<file path="src/slot_ctrl_cfg.svh">
/*
 * Offsets, field positions, reset values and fixed codes of the dual card slot
 * control register bank.
 * Assumes it is included by its bare name from the package and the design files.
 */
`ifndef SLOT_CTRL_CFG_SVH
`define SLOT_CTRL_CFG_SVH

// ****************************************************************
// Register offsets
// ****************************************************************
`define OFS_HARDWARE_IDENTITY 8'h00
`define OFS_DRIVER_REVISION 8'h01
`define OFS_SLOT_STATUS 8'h04
`define OFS_SLOT_CONTROL 8'h08

// ****************************************************************
// Control register fields
// ****************************************************************
`define CTL_ONE_ENABLE 0
`define CTL_ONE_LEVEL 1
`define CTL_ONE_STATE_LO 2
`define CTL_TWO_ENABLE 4
`define CTL_TWO_LEVEL 5
`define CTL_TWO_STATE_LO 6

// ****************************************************************
// Status register fields
// ****************************************************************
`define STA_ONE_LO 4
`define STA_TWO_LO 6

// ****************************************************************
// Reset and fixed values
// ****************************************************************
`define SLOT_CONTROL_RESET 8'h00
`define DRIVER_REVISION_VALUE 8'h00
// Identity nibbles: arbitrary values, not those of any real part
`define MAKER_ID_DEFAULT 4'hA
`define HW_REV_DEFAULT 4'h3
`define UNMAPPED_READ 8'h00

`endif

</file>
<file path="src/slot_ctrl_pkg.sv">
/*
 * Types of the dual card slot control register bank.
 * Assumes slot_ctrl_cfg.svh is on the include path.
 */
package slot_ctrl_pkg;
    `include "slot_ctrl_cfg.svh"

    // Interface condition codes shared by state and status fields
    typedef enum logic [1:0] {
        COND_DOWN = 2'h0,
        COND_ISOLATED = 2'h1,
        COND_POWERED = 2'h2,
        COND_ACTIVE = 2'h3
    } cond_t;

    // Voltage level selection
    typedef enum logic {
        LEVEL_1V8 = 1'h0,
        LEVEL_2V95 = 1'h1
    } level_t;
endpackage

</file>
<file path="src/slot_condition.sv">
/*
 * Per-slot condition logic: folds the stored state field and the supply
 * enable into the reported condition, and drives the slot's supply controls.
 * Assumes it is fed from registers of the same clock domain.
 */
`timescale 1ns/100ps
module slot_condition
    import slot_ctrl_pkg::*;
(
    // Clock and reset
    input wire logic clk,
    input wire logic arst_n,
    // Stored control fields
    input wire logic [1:0] stateField,
    input wire logic supplyEnable,
    input wire logic supplyLevel,
    // Reported condition and supply controls
    output logic [1:0] condition,
    output logic supplyOn,
    output logic supplyPullDown,
    output logic supplyHigh,
    output logic cardPullDown
);
    // ****************************************************************
    // Next values
    // ****************************************************************
    logic [1:0] condition_nxt; // Reported condition
    logic [1:0] condition_r;
    logic supplyOn_r; // Regulator running
    logic supplyHigh_r; // 2.95 V selected
    logic cardPullDown_r; // Card side pull-downs active

    // Condition folding and supply control
    always_comb begin
        // Down state with regulator on reads as powered
        if (stateField == COND_DOWN && supplyEnable) begin
            condition_nxt = COND_POWERED;
        end else begin
            condition_nxt = stateField;
        end
    end

    // ****************************************************************
    // Registers
    // ****************************************************************
    always_ff @(posedge clk or negedge arst_n) begin
        if (!arst_n) begin
            condition_r <= 2'h0;
            supplyOn_r <= 1'b0;
            supplyHigh_r <= 1'b0;
            cardPullDown_r <= 1'b1;
        end else begin
            condition_r <= condition_nxt;
            supplyOn_r <= supplyEnable;
            supplyHigh_r <= supplyLevel;
            // Pull-downs active in codes 00 and 10
            cardPullDown_r <= ~condition_nxt[0];
        end
    end

    assign condition = condition_r;
    assign supplyOn = supplyOn_r;
    assign supplyPullDown = ~supplyOn_r;
    assign supplyHigh = supplyHigh_r;
    assign cardPullDown = cardPullDown_r;
endmodule // slot_condition

</file>
<file path="src/slot_ctrl_regs.sv">
/*
 * Register bank of a dual card slot multiplexer: identity, driver revision,
 * slot status and slot control, reached through a simple byte-wide register
 * port served by the two-wire serial front end.
 * Assumes regAddr, regWrite, regRead and regWdata come from logic on clk, and
 * that the serial front end and analog supplies sit outside.
 */
// Function
// - Read-only identity register at offset 00
// - Upper nibble holds fixed maker code
// - Read-only driver revision at 01, zero
// - Status bits 5:4 report slot one
// - Status bits 7:6 report slot two
// - Status from state bits and supply enable
// - Bit 0 enables slot one supply
// - Bit 1 selects slot one level
// - Bits 3:2 set slot one state
// - Bit 4 enables slot two supply
// - Control register resets to zero
// - State code 10 is stored unblocked
// - Code 10 leaves supply enable alone
// - Supply enables never alter state bits
// - Bit 5 level, bits 7:6 slot two
// - Reset disables supplies, pulls signals low
`timescale 1ns/100ps
module slot_ctrl_regs
    import slot_ctrl_pkg::*;
#(
    parameter logic [3:0] MAKER_ID = `MAKER_ID_DEFAULT, // Arbitrary value
    parameter logic [3:0] HW_REV = `HW_REV_DEFAULT // Arbitrary value
) (
    // Clock and reset
    input wire logic clk,
    input wire logic arst_n,
    // Register port
    input wire logic [7:0] regAddr,
    input wire logic regWrite,
    input wire logic regRead,
    input wire logic [7:0] regWdata,
    output logic [7:0] regRdata,
    output logic regRvalid,
    // Slot one supply and card side
    output logic slotOneSupplyOn,
    output logic slotOneSupplyPullDown,
    output logic slotOneSupplyHigh,
    output logic slotOneCardPullDown,
    // Slot two supply and card side
    output logic slotTwoSupplyOn,
    output logic slotTwoSupplyPullDown,
    output logic slotTwoSupplyHigh,
    output logic slotTwoCardPullDown
);
    // ****************************************************************
    // Helpers
    // ****************************************************************
    // Extracts a two bit field at a given low bit
    function automatic logic [1:0] field2(input logic [7:0] v, input int lo);
        field2 = v[lo +: 2];
    endfunction

    // ****************************************************************
    // Control register
    // ****************************************************************
    logic [7:0] slotControl_r; // Stored control byte
    logic [7:0] slotControl_nxt;
    logic [1:0] slotOneCondition; // Reported slot one condition
    logic [1:0] slotTwoCondition; // Reported slot two condition

    // Write decode: every code is stored as written
    always_comb begin
        slotControl_nxt = slotControl_r;
        if (regWrite && regAddr == `OFS_SLOT_CONTROL) begin
            slotControl_nxt = regWdata;
        end
    end

    always_ff @(posedge clk or negedge arst_n) begin
        if (!arst_n) begin
            slotControl_r <= `SLOT_CONTROL_RESET;
        end else begin
            slotControl_r <= slotControl_nxt;
        end
    end

    // ****************************************************************
    // Slot condition instances
    // ****************************************************************
    slot_condition slotOne (
        .clk(clk),
        .arst_n(arst_n),
        .stateField(field2(slotControl_r, `CTL_ONE_STATE_LO)),
        .supplyEnable(slotControl_r[`CTL_ONE_ENABLE]),
        .supplyLevel(slotControl_r[`CTL_ONE_LEVEL]),
        .condition(slotOneCondition),
        .supplyOn(slotOneSupplyOn),
        .supplyPullDown(slotOneSupplyPullDown),
        .supplyHigh(slotOneSupplyHigh),
        .cardPullDown(slotOneCardPullDown)
    );

    slot_condition slotTwo (
        .clk(clk),
        .arst_n(arst_n),
        .stateField(field2(slotControl_r, `CTL_TWO_STATE_LO)),
        .supplyEnable(slotControl_r[`CTL_TWO_ENABLE]),
        .supplyLevel(slotControl_r[`CTL_TWO_LEVEL]),
        .condition(slotTwoCondition),
        .supplyOn(slotTwoSupplyOn),
        .supplyPullDown(slotTwoSupplyPullDown),
        .supplyHigh(slotTwoSupplyHigh),
        .cardPullDown(slotTwoCardPullDown)
    );

    // ****************************************************************
    // Read path
    // ****************************************************************
    logic [7:0] slotStatus; // Status byte, low nibble unused
    logic [7:0] regRdata_r;
    logic [7:0] regRdata_nxt;
    logic regRvalid_r;
    logic regRvalid_nxt;

    // Status assembly
    always_comb begin
        slotStatus = 8'h00;
        slotStatus[`STA_ONE_LO +: 2] = slotOneCondition;
        slotStatus[`STA_TWO_LO +: 2] = slotTwoCondition;
    end

    // Read decode; unmapped offsets read zero
    always_comb begin
        regRvalid_nxt = regRead;
        regRdata_nxt = regRdata_r;
        if (regRead) begin
            unique case (regAddr)
                `OFS_HARDWARE_IDENTITY: begin
                    regRdata_nxt = {MAKER_ID, HW_REV};
                end
                `OFS_DRIVER_REVISION: begin
                    regRdata_nxt = `DRIVER_REVISION_VALUE;
                end
                `OFS_SLOT_STATUS: begin
                    regRdata_nxt = slotStatus;
                end
                `OFS_SLOT_CONTROL: begin
                    regRdata_nxt = slotControl_r;
                end
                default: begin
                    regRdata_nxt = `UNMAPPED_READ;
                end
            endcase
        end
    end

    always_ff @(posedge clk or negedge arst_n) begin
        if (!arst_n) begin
            regRdata_r <= 8'h00;
            regRvalid_r <= 1'b0;
        end else begin
            regRdata_r <= regRdata_nxt;
            regRvalid_r <= regRvalid_nxt;
        end
    end

    assign regRdata = regRdata_r;
    assign regRvalid = regRvalid_r;
endmodule // slot_ctrl_regs

</file>
<file path="config.mk">
export PLATFORM = sky130hd
export DESIGN_NAME = slot_ctrl_regs
export DESIGN_NICKNAME = d
export VERILOG_FILES = /design/src/slot_ctrl_pkg.sv /design/src/slot_condition.sv /design/src/slot_ctrl_regs.sv
export VERILOG_INCLUDE_DIRS = /design/src
export SDC_FILE = /design/constraint.sdc
export NUM_CORES = 1
export LEC_CHECK = 0
export BUFFER_PORTS_ARGS = -buffer_cell sky130_fd_sc_hd__buf_2
export CAP_MARGIN = 20
export CORE_MARGIN = 10
export CORE_UTILIZATION = 47
export DETAILED_ROUTE_END_ITERATION = 16
export GPL_TIMING_DRIVEN = 0
export PLACE_DENSITY = 0.76
export SLEW_MARGIN = 20
export SYNTH_ARGS = -nofsm -noshare
export SYNTH_HDL_FRONTEND = slang
export SYNTH_SLANG_ARGS = --single-unit
</file>
<file path="constraint.sdc">
create_clock -name clk -period 1.1 [get_ports clk]
set_input_delay 0.11 -clock clk [delete_from_list [all_inputs] [get_ports clk]]
set_output_delay 0.11 -clock clk [all_outputs]
set_load 0.01 [all_outputs]
</file>
==> flow_summary.toml, run 1 <==
[final_layout]
final_cells = 158
drive_above_1_share = 0.408
multiInputGateArea_um2 = 332
syn_to_final_growth_pct = 33.8
fill_cells = 190
antennaDiodeCount = 0
regArea_um2 = 678
layout.nets = 151
final_area_mm2 = 0.00141

[critical_path]
crit_buf_inv = 1
reg2reg_depth = 3
path_max_fanout = 1
cp-end-kind = "primary output"
slowest_delay_ns = 0.55
critPathArrivalTime_ns = 0.98
slowest_stage = "dfstp_2"
critical_path_class = "register to primary output"
cp.depth = 1
endpoint = "slotOneCardPullDown"
path_cells = "buf_6"
regToRegSetupSlack_ns = 0.20
cp-startpoint = "slotOne.cardPullDown"
r2r_end = "regRdata[5]"
reg2reg_from = "slotControl_r[5]"
crit_required_ns = 0.99
crit_family = "flip-flops"
crit_path_start_kind = "register"

[sta]
fin_worst_skew_ns = 0.00159
drv_slew = 0
worst_slew_pin_slew_ns = 0.565
rsz0062_at_grt = "true"
fin_crit_sh = 0.991
fin_ws_ns = 0.00958
fin_crit_ns = 1.09
timing.fmax_mhz = 917
finalSetupViolations = 0
max_slew_margin = 0.624
hold_violations = 0

[placement]
dp_hpwl_mm = 1.67
gp_congestion = 0.765
dp.cells = 144
post-place-ws_ns = -0.279
place_area_mm2 = 0.00127
portBuffers = 36

[global_routing]
grt_antenna_before_repair = 0
grt_pass1_wl_mm = 3.73
grt_max_degree = 28
first_global_vias = 828
grt_overflow = 0
track_usage = 0.110

[yosys]
netlist_instances = 80
synth_cell_types = 20
syn_area_per_cell_um2 = 13.1
yosysWarnings = 0
synth_fp_nets = 100
synth_area_mm2 = 0.00105
ys_seq_area_frac = 0.645
ys_seq_elements = 27

[die]
die_h_um = 67.3
ioPinCount = 37
start_util = 0.484
core_mm2 = 0.00217
die_w_um = 67.3
die_area_mm2 = 0.00453
rows = 17

[power_and_ir_drop]
ir_drop_mv = 0.707
p_per_area_mw_per_mm2 = 1180
p_leak_nw = 0.745

[route]
avgViaCountPerCell = 5.05
ant_nets = 0
finalWirelength_mm = 2.34
route.detailed.drc = 0
first_iter_violations = 18
dr.pass1.iters = 4
avgRoutedWirePerCell_um = 14.8
via_count = 798

[cts]
root_buffer = "clkbuf_4"
post_cts_buffers = 0
cts_tree = "built"
cts_max_level = 1
clk-insertion-delay-late_ns = 0.33
clock_tree.buffer_depth = 2
cts.sinks = 27
clkTransAtPathRegs_ns = 0.14
cts_made_buffers = 3

[run]
maxCapViolCount = 0

[status]
status = "finished clean"

[hold_path]
hold_path_class = "primary input to register"
[placed cells by master, fill, tap and decap left out]
cell type / n
and2_2: 1
nand3_1: 1
nand2_1: 7
and2b_1: 1
clkbuf_4: 3
inv_1: 8
nor2b_1: 3
dfrtp_1: 25
nor4_4: 1
clkbuf_1: 3
o21ai_0: 4
buf_6: 2
nor2_1: 1
o2bb2ai_1: 2
buf_2: 34
a41o_1: 2
dlygate4sd3_1: 10
o31ai_1: 4
a22oi_1: 2
nand2b_1: 2
clkinv_2: 1
a21o_1: 2
nand4_4: 1
dfstp_2: 2
mux2_2: 8
[power by group]
part	total (mW)	switching, mW	internal, mW
logic	0.181	0.0889	0.0921
clock network	0.430	0.293	0.137
registers	1.05	0.0199	1.03
total	1.66	0.402	1.26
[metrics by stage]
step / hold WS [ns] / utilization / setup TNS (ns) / total power, mW
2_1_floorplan: -0.186 / - / 0 / 1.13
3_3_place_gp: 0.129 / 0.584 / -1.83 / 1.21
3_5_place_dp: 0.139 / 0.584 / -2.47 / 1.22
4_1_cts: 0.0320 / 0.648 / -0.000774 / 1.68
5_1_grt: 0.0365 / 0.648 / -0.0589 / 1.74
6_report: 0.0396 / 0.648 / 0 / 1.66
[final cells by class]
type / instances / area share
buffer: 3 / 0.00801
clock buffer: 3 / 0.0160
clock inverter: 1 / 0.00356
inverter: 8 / 0.0214
multi-input combinational: 42 / 0.236
sequential: 27 / 0.482
tap: 28 / 0.0249
timing repair buffer: 46 / 0.208
[kinds of logic (layout without fill, tap and decap cells)]
logic type      count (synthesis)  after routing  synth area share
buf+inv                        11             61            0.0393
compound gates                 16             16             0.112
mux                             8              8            0.0857
flops                          27             27             0.645
simple gates                   18             18             0.118
[how the worst min path moves through the flow]
stage / startpoint / end / slack [ns] / depth (start not counted)
after global routing: regAddr[2] / regRdata[1] / 0.04 / 2
after floorplan: arst_n / regRdata[0] / -0.19 / 0
after global placement: arst_n / regRvalid / 0.13 / 1
after detailed placement: arst_n / regRvalid / 0.14 / 1
final: regAddr[2] / regRdata[1] / 0.04 / 2
after CTS: regAddr[2] / regRdata[1] / 0.03 / 2
[synthesized netlist by cell type]
library cell / number / area, um2
dfstp_2: 2 / 52.6
o21ai_0: 4 / 20.0
and2b_1: 1 / 7.51
a21o_1: 2 / 15.0
a41o_1: 2 / 20.0
a22oi_1: 2 / 15.0
nor4_4: 1 / 21.3
mux2_2: 8 / 90.1
nand4_4: 1 / 21.3
and2_2: 1 / 7.51
clkbuf_1: 3 / 11.3
nor2_1: 1 / 3.75
nand2_1: 7 / 26.3
nor2b_1: 3 / 18.8
o31ai_1: 4 / 30.0
nand3_1: 1 / 5.00
nand2b_1: 2 / 12.5
inv_1: 8 / 30.0
dfrtp_1: 25 / 626
o2bb2ai_1: 2 / 17.5
[state kept, by name, summed over array words and instances, names as in the netlist]
| name | count |
|---|---|
| slotTwo.supplyHigh | 1 |
| regRdata | 8 |
| slotOne.cardPullDown | 1 |
| slotControl_r | 8 |
| slotTwo.condition | 2 |
| regRvalid | 1 |
| slotOne.condition | 2 |
| slotTwo.cardPullDown | 1 |
| slotTwo.supplyOn | 1 |
| slotOne.supplyOn | 1 |
| slotOne.supplyHigh | 1 |
[worst reg2reg max path, delay by kind of cell, from the launching register on]
kind	cells	cell delay (ns)
flops	1	0.42
compound gates	2	0.32
buf+inv	1	0.06
[per-layer routing]
| layer | global-route usage | vias to the layer above | part of all wire |
|---|---|---|---|
| met2 | 0.177 | 33 | 0.52 |
| met5 | 0 | - | 0 |
| met1 | 0.117 | 387 | 0.37 |
| met3 | 0.0413 | 7 | 0.080 |
| li1 | - | 371 | - |
| met4 | 0.0769 | 0 | 0.033 |
[what timing repair did]
| action | in CTS | in global routing |
|---|---|---|
| endpoints found under the setup margin | 2 | 2 |
| endpoints found under the hold margin | 34 | 0 |
| hold buffers | 10 | 0 |
| gates resized for setup | 2 | 0 |
No activity file was read; power rests on OpenSTA's default activity.
==> run 2, diff against run 1 <==
- CAP_MARGIN: 20 -> 40
- CORE_UTILIZATION: 47 -> 40
- PLACE_DENSITY: 0.76 -> 0.66
==> flow_summary.toml, run 2 (synthesis results as in run 1) <==
[sta]
fin_crit_ns = 1.08
fin_crit_sh = 0.980
whs_ns = 0.00903
fin_worst_skew_ns = 0.00117
max_slew_margin = 0.610
worst_slew_pin_slew_ns = 0.585
timing.fmax_mhz = 928
finalSetupViolations = 0
fin_ws_ns = 0.0221
hold_violations = 0
rsz0062_at_grt = "true"
drv_slew = 0

[die]
ioPinCount = 37
start_util = 0.420
die_h_um = 71.3
die_area_mm2 = 0.00508
die_w_um = 71.3
core_mm2 = 0.00250
rows = 18

[placement]
place_area_mm2 = 0.00127
portBuffers = 36
dp_hpwl_mm = 1.77
gp_congestion = 0.773
post-place-ws_ns = -0.267

[critical_path]
path_max_fanout = 1
crit_path_start_kind = "register"
regToRegSetupSlack_ns = 0.22
path_cells = "buf_6"
slowest_stage = "dfstp_2"
crit_buf_inv = 1
critPathArrivalTime_ns = 0.97
critical_path_class = "register to primary output"
cp-end-kind = "primary output"
crit_family = "flip-flops"
cp.depth = 1
reg2reg_depth = 3
slowest_delay_ns = 0.55
crit_required_ns = 0.99

[cts]
cts.sinks = 27
cts_max_level = 1
clock_tree.buffer_depth = 2
clkTransAtPathRegs_ns = 0.13
root_buffer = "clkbuf_4"
cts_tree = "built"
clk-insertion-delay-late_ns = 0.32
cts_made_buffers = 3
post_cts_buffers = 0

[power_and_ir_drop]
p_per_area_mw_per_mm2 = 1210
p_switching_mw = 0.382
finalPower_mw = 1.63
seqPwrFrac = 0.643
clkPwrFrac = 0.257
ir_drop_mv = 0.775
p_leak_nw = 0.717
share_comb_of_total_power = 0.101
internal-power_mw = 1.25
p_sw_frac = 0.234

[final_layout]
final_area_mm2 = 0.00135
final_common_cell = "buf_2"
layout.nets = 145
syn_to_final_growth_pct = 28.2
layout_common_cells = "buf_2, dfrtp_1, inv_1, mux2_2, nand2_1"
utilization = 0.539
drive_above_1_share = 0.419
antennaDiodeCount = 0

[global_routing]
first_global_vias = 828
grt_antenna_before_repair = 0
grt_overflow = 0
track_usage = 0.0893
grt_pass1_wl_mm = 3.74
grt_max_degree = 28

[run]
maxCapViolCount = 0

[route]
first_iter_violations = 22
route.detailed.drc = 0
dr.pass1.iters = 4
ant_nets = 0
avgRoutedWirePerCell_um = 14.9
via_count = 750
finalWirelength_mm = 2.29
avgViaCountPerCell = 4.87

[hold_path]
holdPathStages = 2
hold_path_class = "primary input to register"

[status]
status = "finished clean"
[run 2: cell count changes in the layout (fill, tap and decap cells not counted), sizes merged]
cell / before / now
clkbuf: 6 / 7
dlygate4sd3: 10 / 4
clkinv: 1 / 0
[run 2: repair_timing]
item	in CTS	in global routing
hold endpoints to repair	26	2
gates resized for setup	1	1
hold buffers	2	2
endpoints found under the setup margin	1	2
[run 2: path summary, 6_finish.rpt]
path                                            from              endpoint
worst max-delay path            slotOne.cardPullDown   slotOneCardPullDown
worst min-delay path                     regWdata[2]      slotControl_r[2]
worst max register to register      slotControl_r[7]           regRdata[7]
worst min register to register      slotControl_r[5]    slotTwo.supplyHigh
max in group asynchronous                     arst_n  slotOne.cardPullDown
min in group asynchronous                     arst_n      slotControl_r[7]
[run 2: stage by stage]
stage	instances	TNS [ns]
5_1_grt	154	-0.0308
2_1_floorplan	80	0
3_3_place_gp	146	-1.87
3_5_place_dp	146	-2.45
4_1_cts	152	0
6_report	154	0
[run 2: routing by layer]
layer / global-route usage / up-vias / routed length (um)
met4: 0.0323 / 0 / 29
met2: 0.159 / 24 / 1160
li1: - / 362 / -
met5: 0 / - / 0
met1: 0.0970 / 360 / 945
met3: 0.0275 / 4 / 155
[run 2: cell type report]
class	instances	area, um2
Fill cell	229	1150
Clock buffer	4	26.3
Sequential cell	27	678
Inverter	8	30.0
Tap cell	30	37.5
Buffer	3	11.3
Timing Repair Buffer	40	233
Multi-Input combinational cell	42	332
[run 2: worst reg2reg max path, cell delays in order, from the launching register on]
cell and delay (ns):
dfrtp_1 0.42, inv_1 0.05, o21ai_0 0.07, a41o_1 0.24
[run 2: power by group through the flow]
| stage | Sequential (mW) | Combinational [mW] | Clock, mW |
|---|---|---|---|
| after floorplan | 1.07 | 0.0569 | 0 |
| after global placement | 1.07 | 0.148 | 0 |
| after detailed placement | 1.07 | 0.153 | 0 |
| after CTS | 1.05 | 0.161 | 0.435 |
| after global routing | 1.06 | 0.184 | 0.470 |
| final | 1.05 | 0.165 | 0.419 |
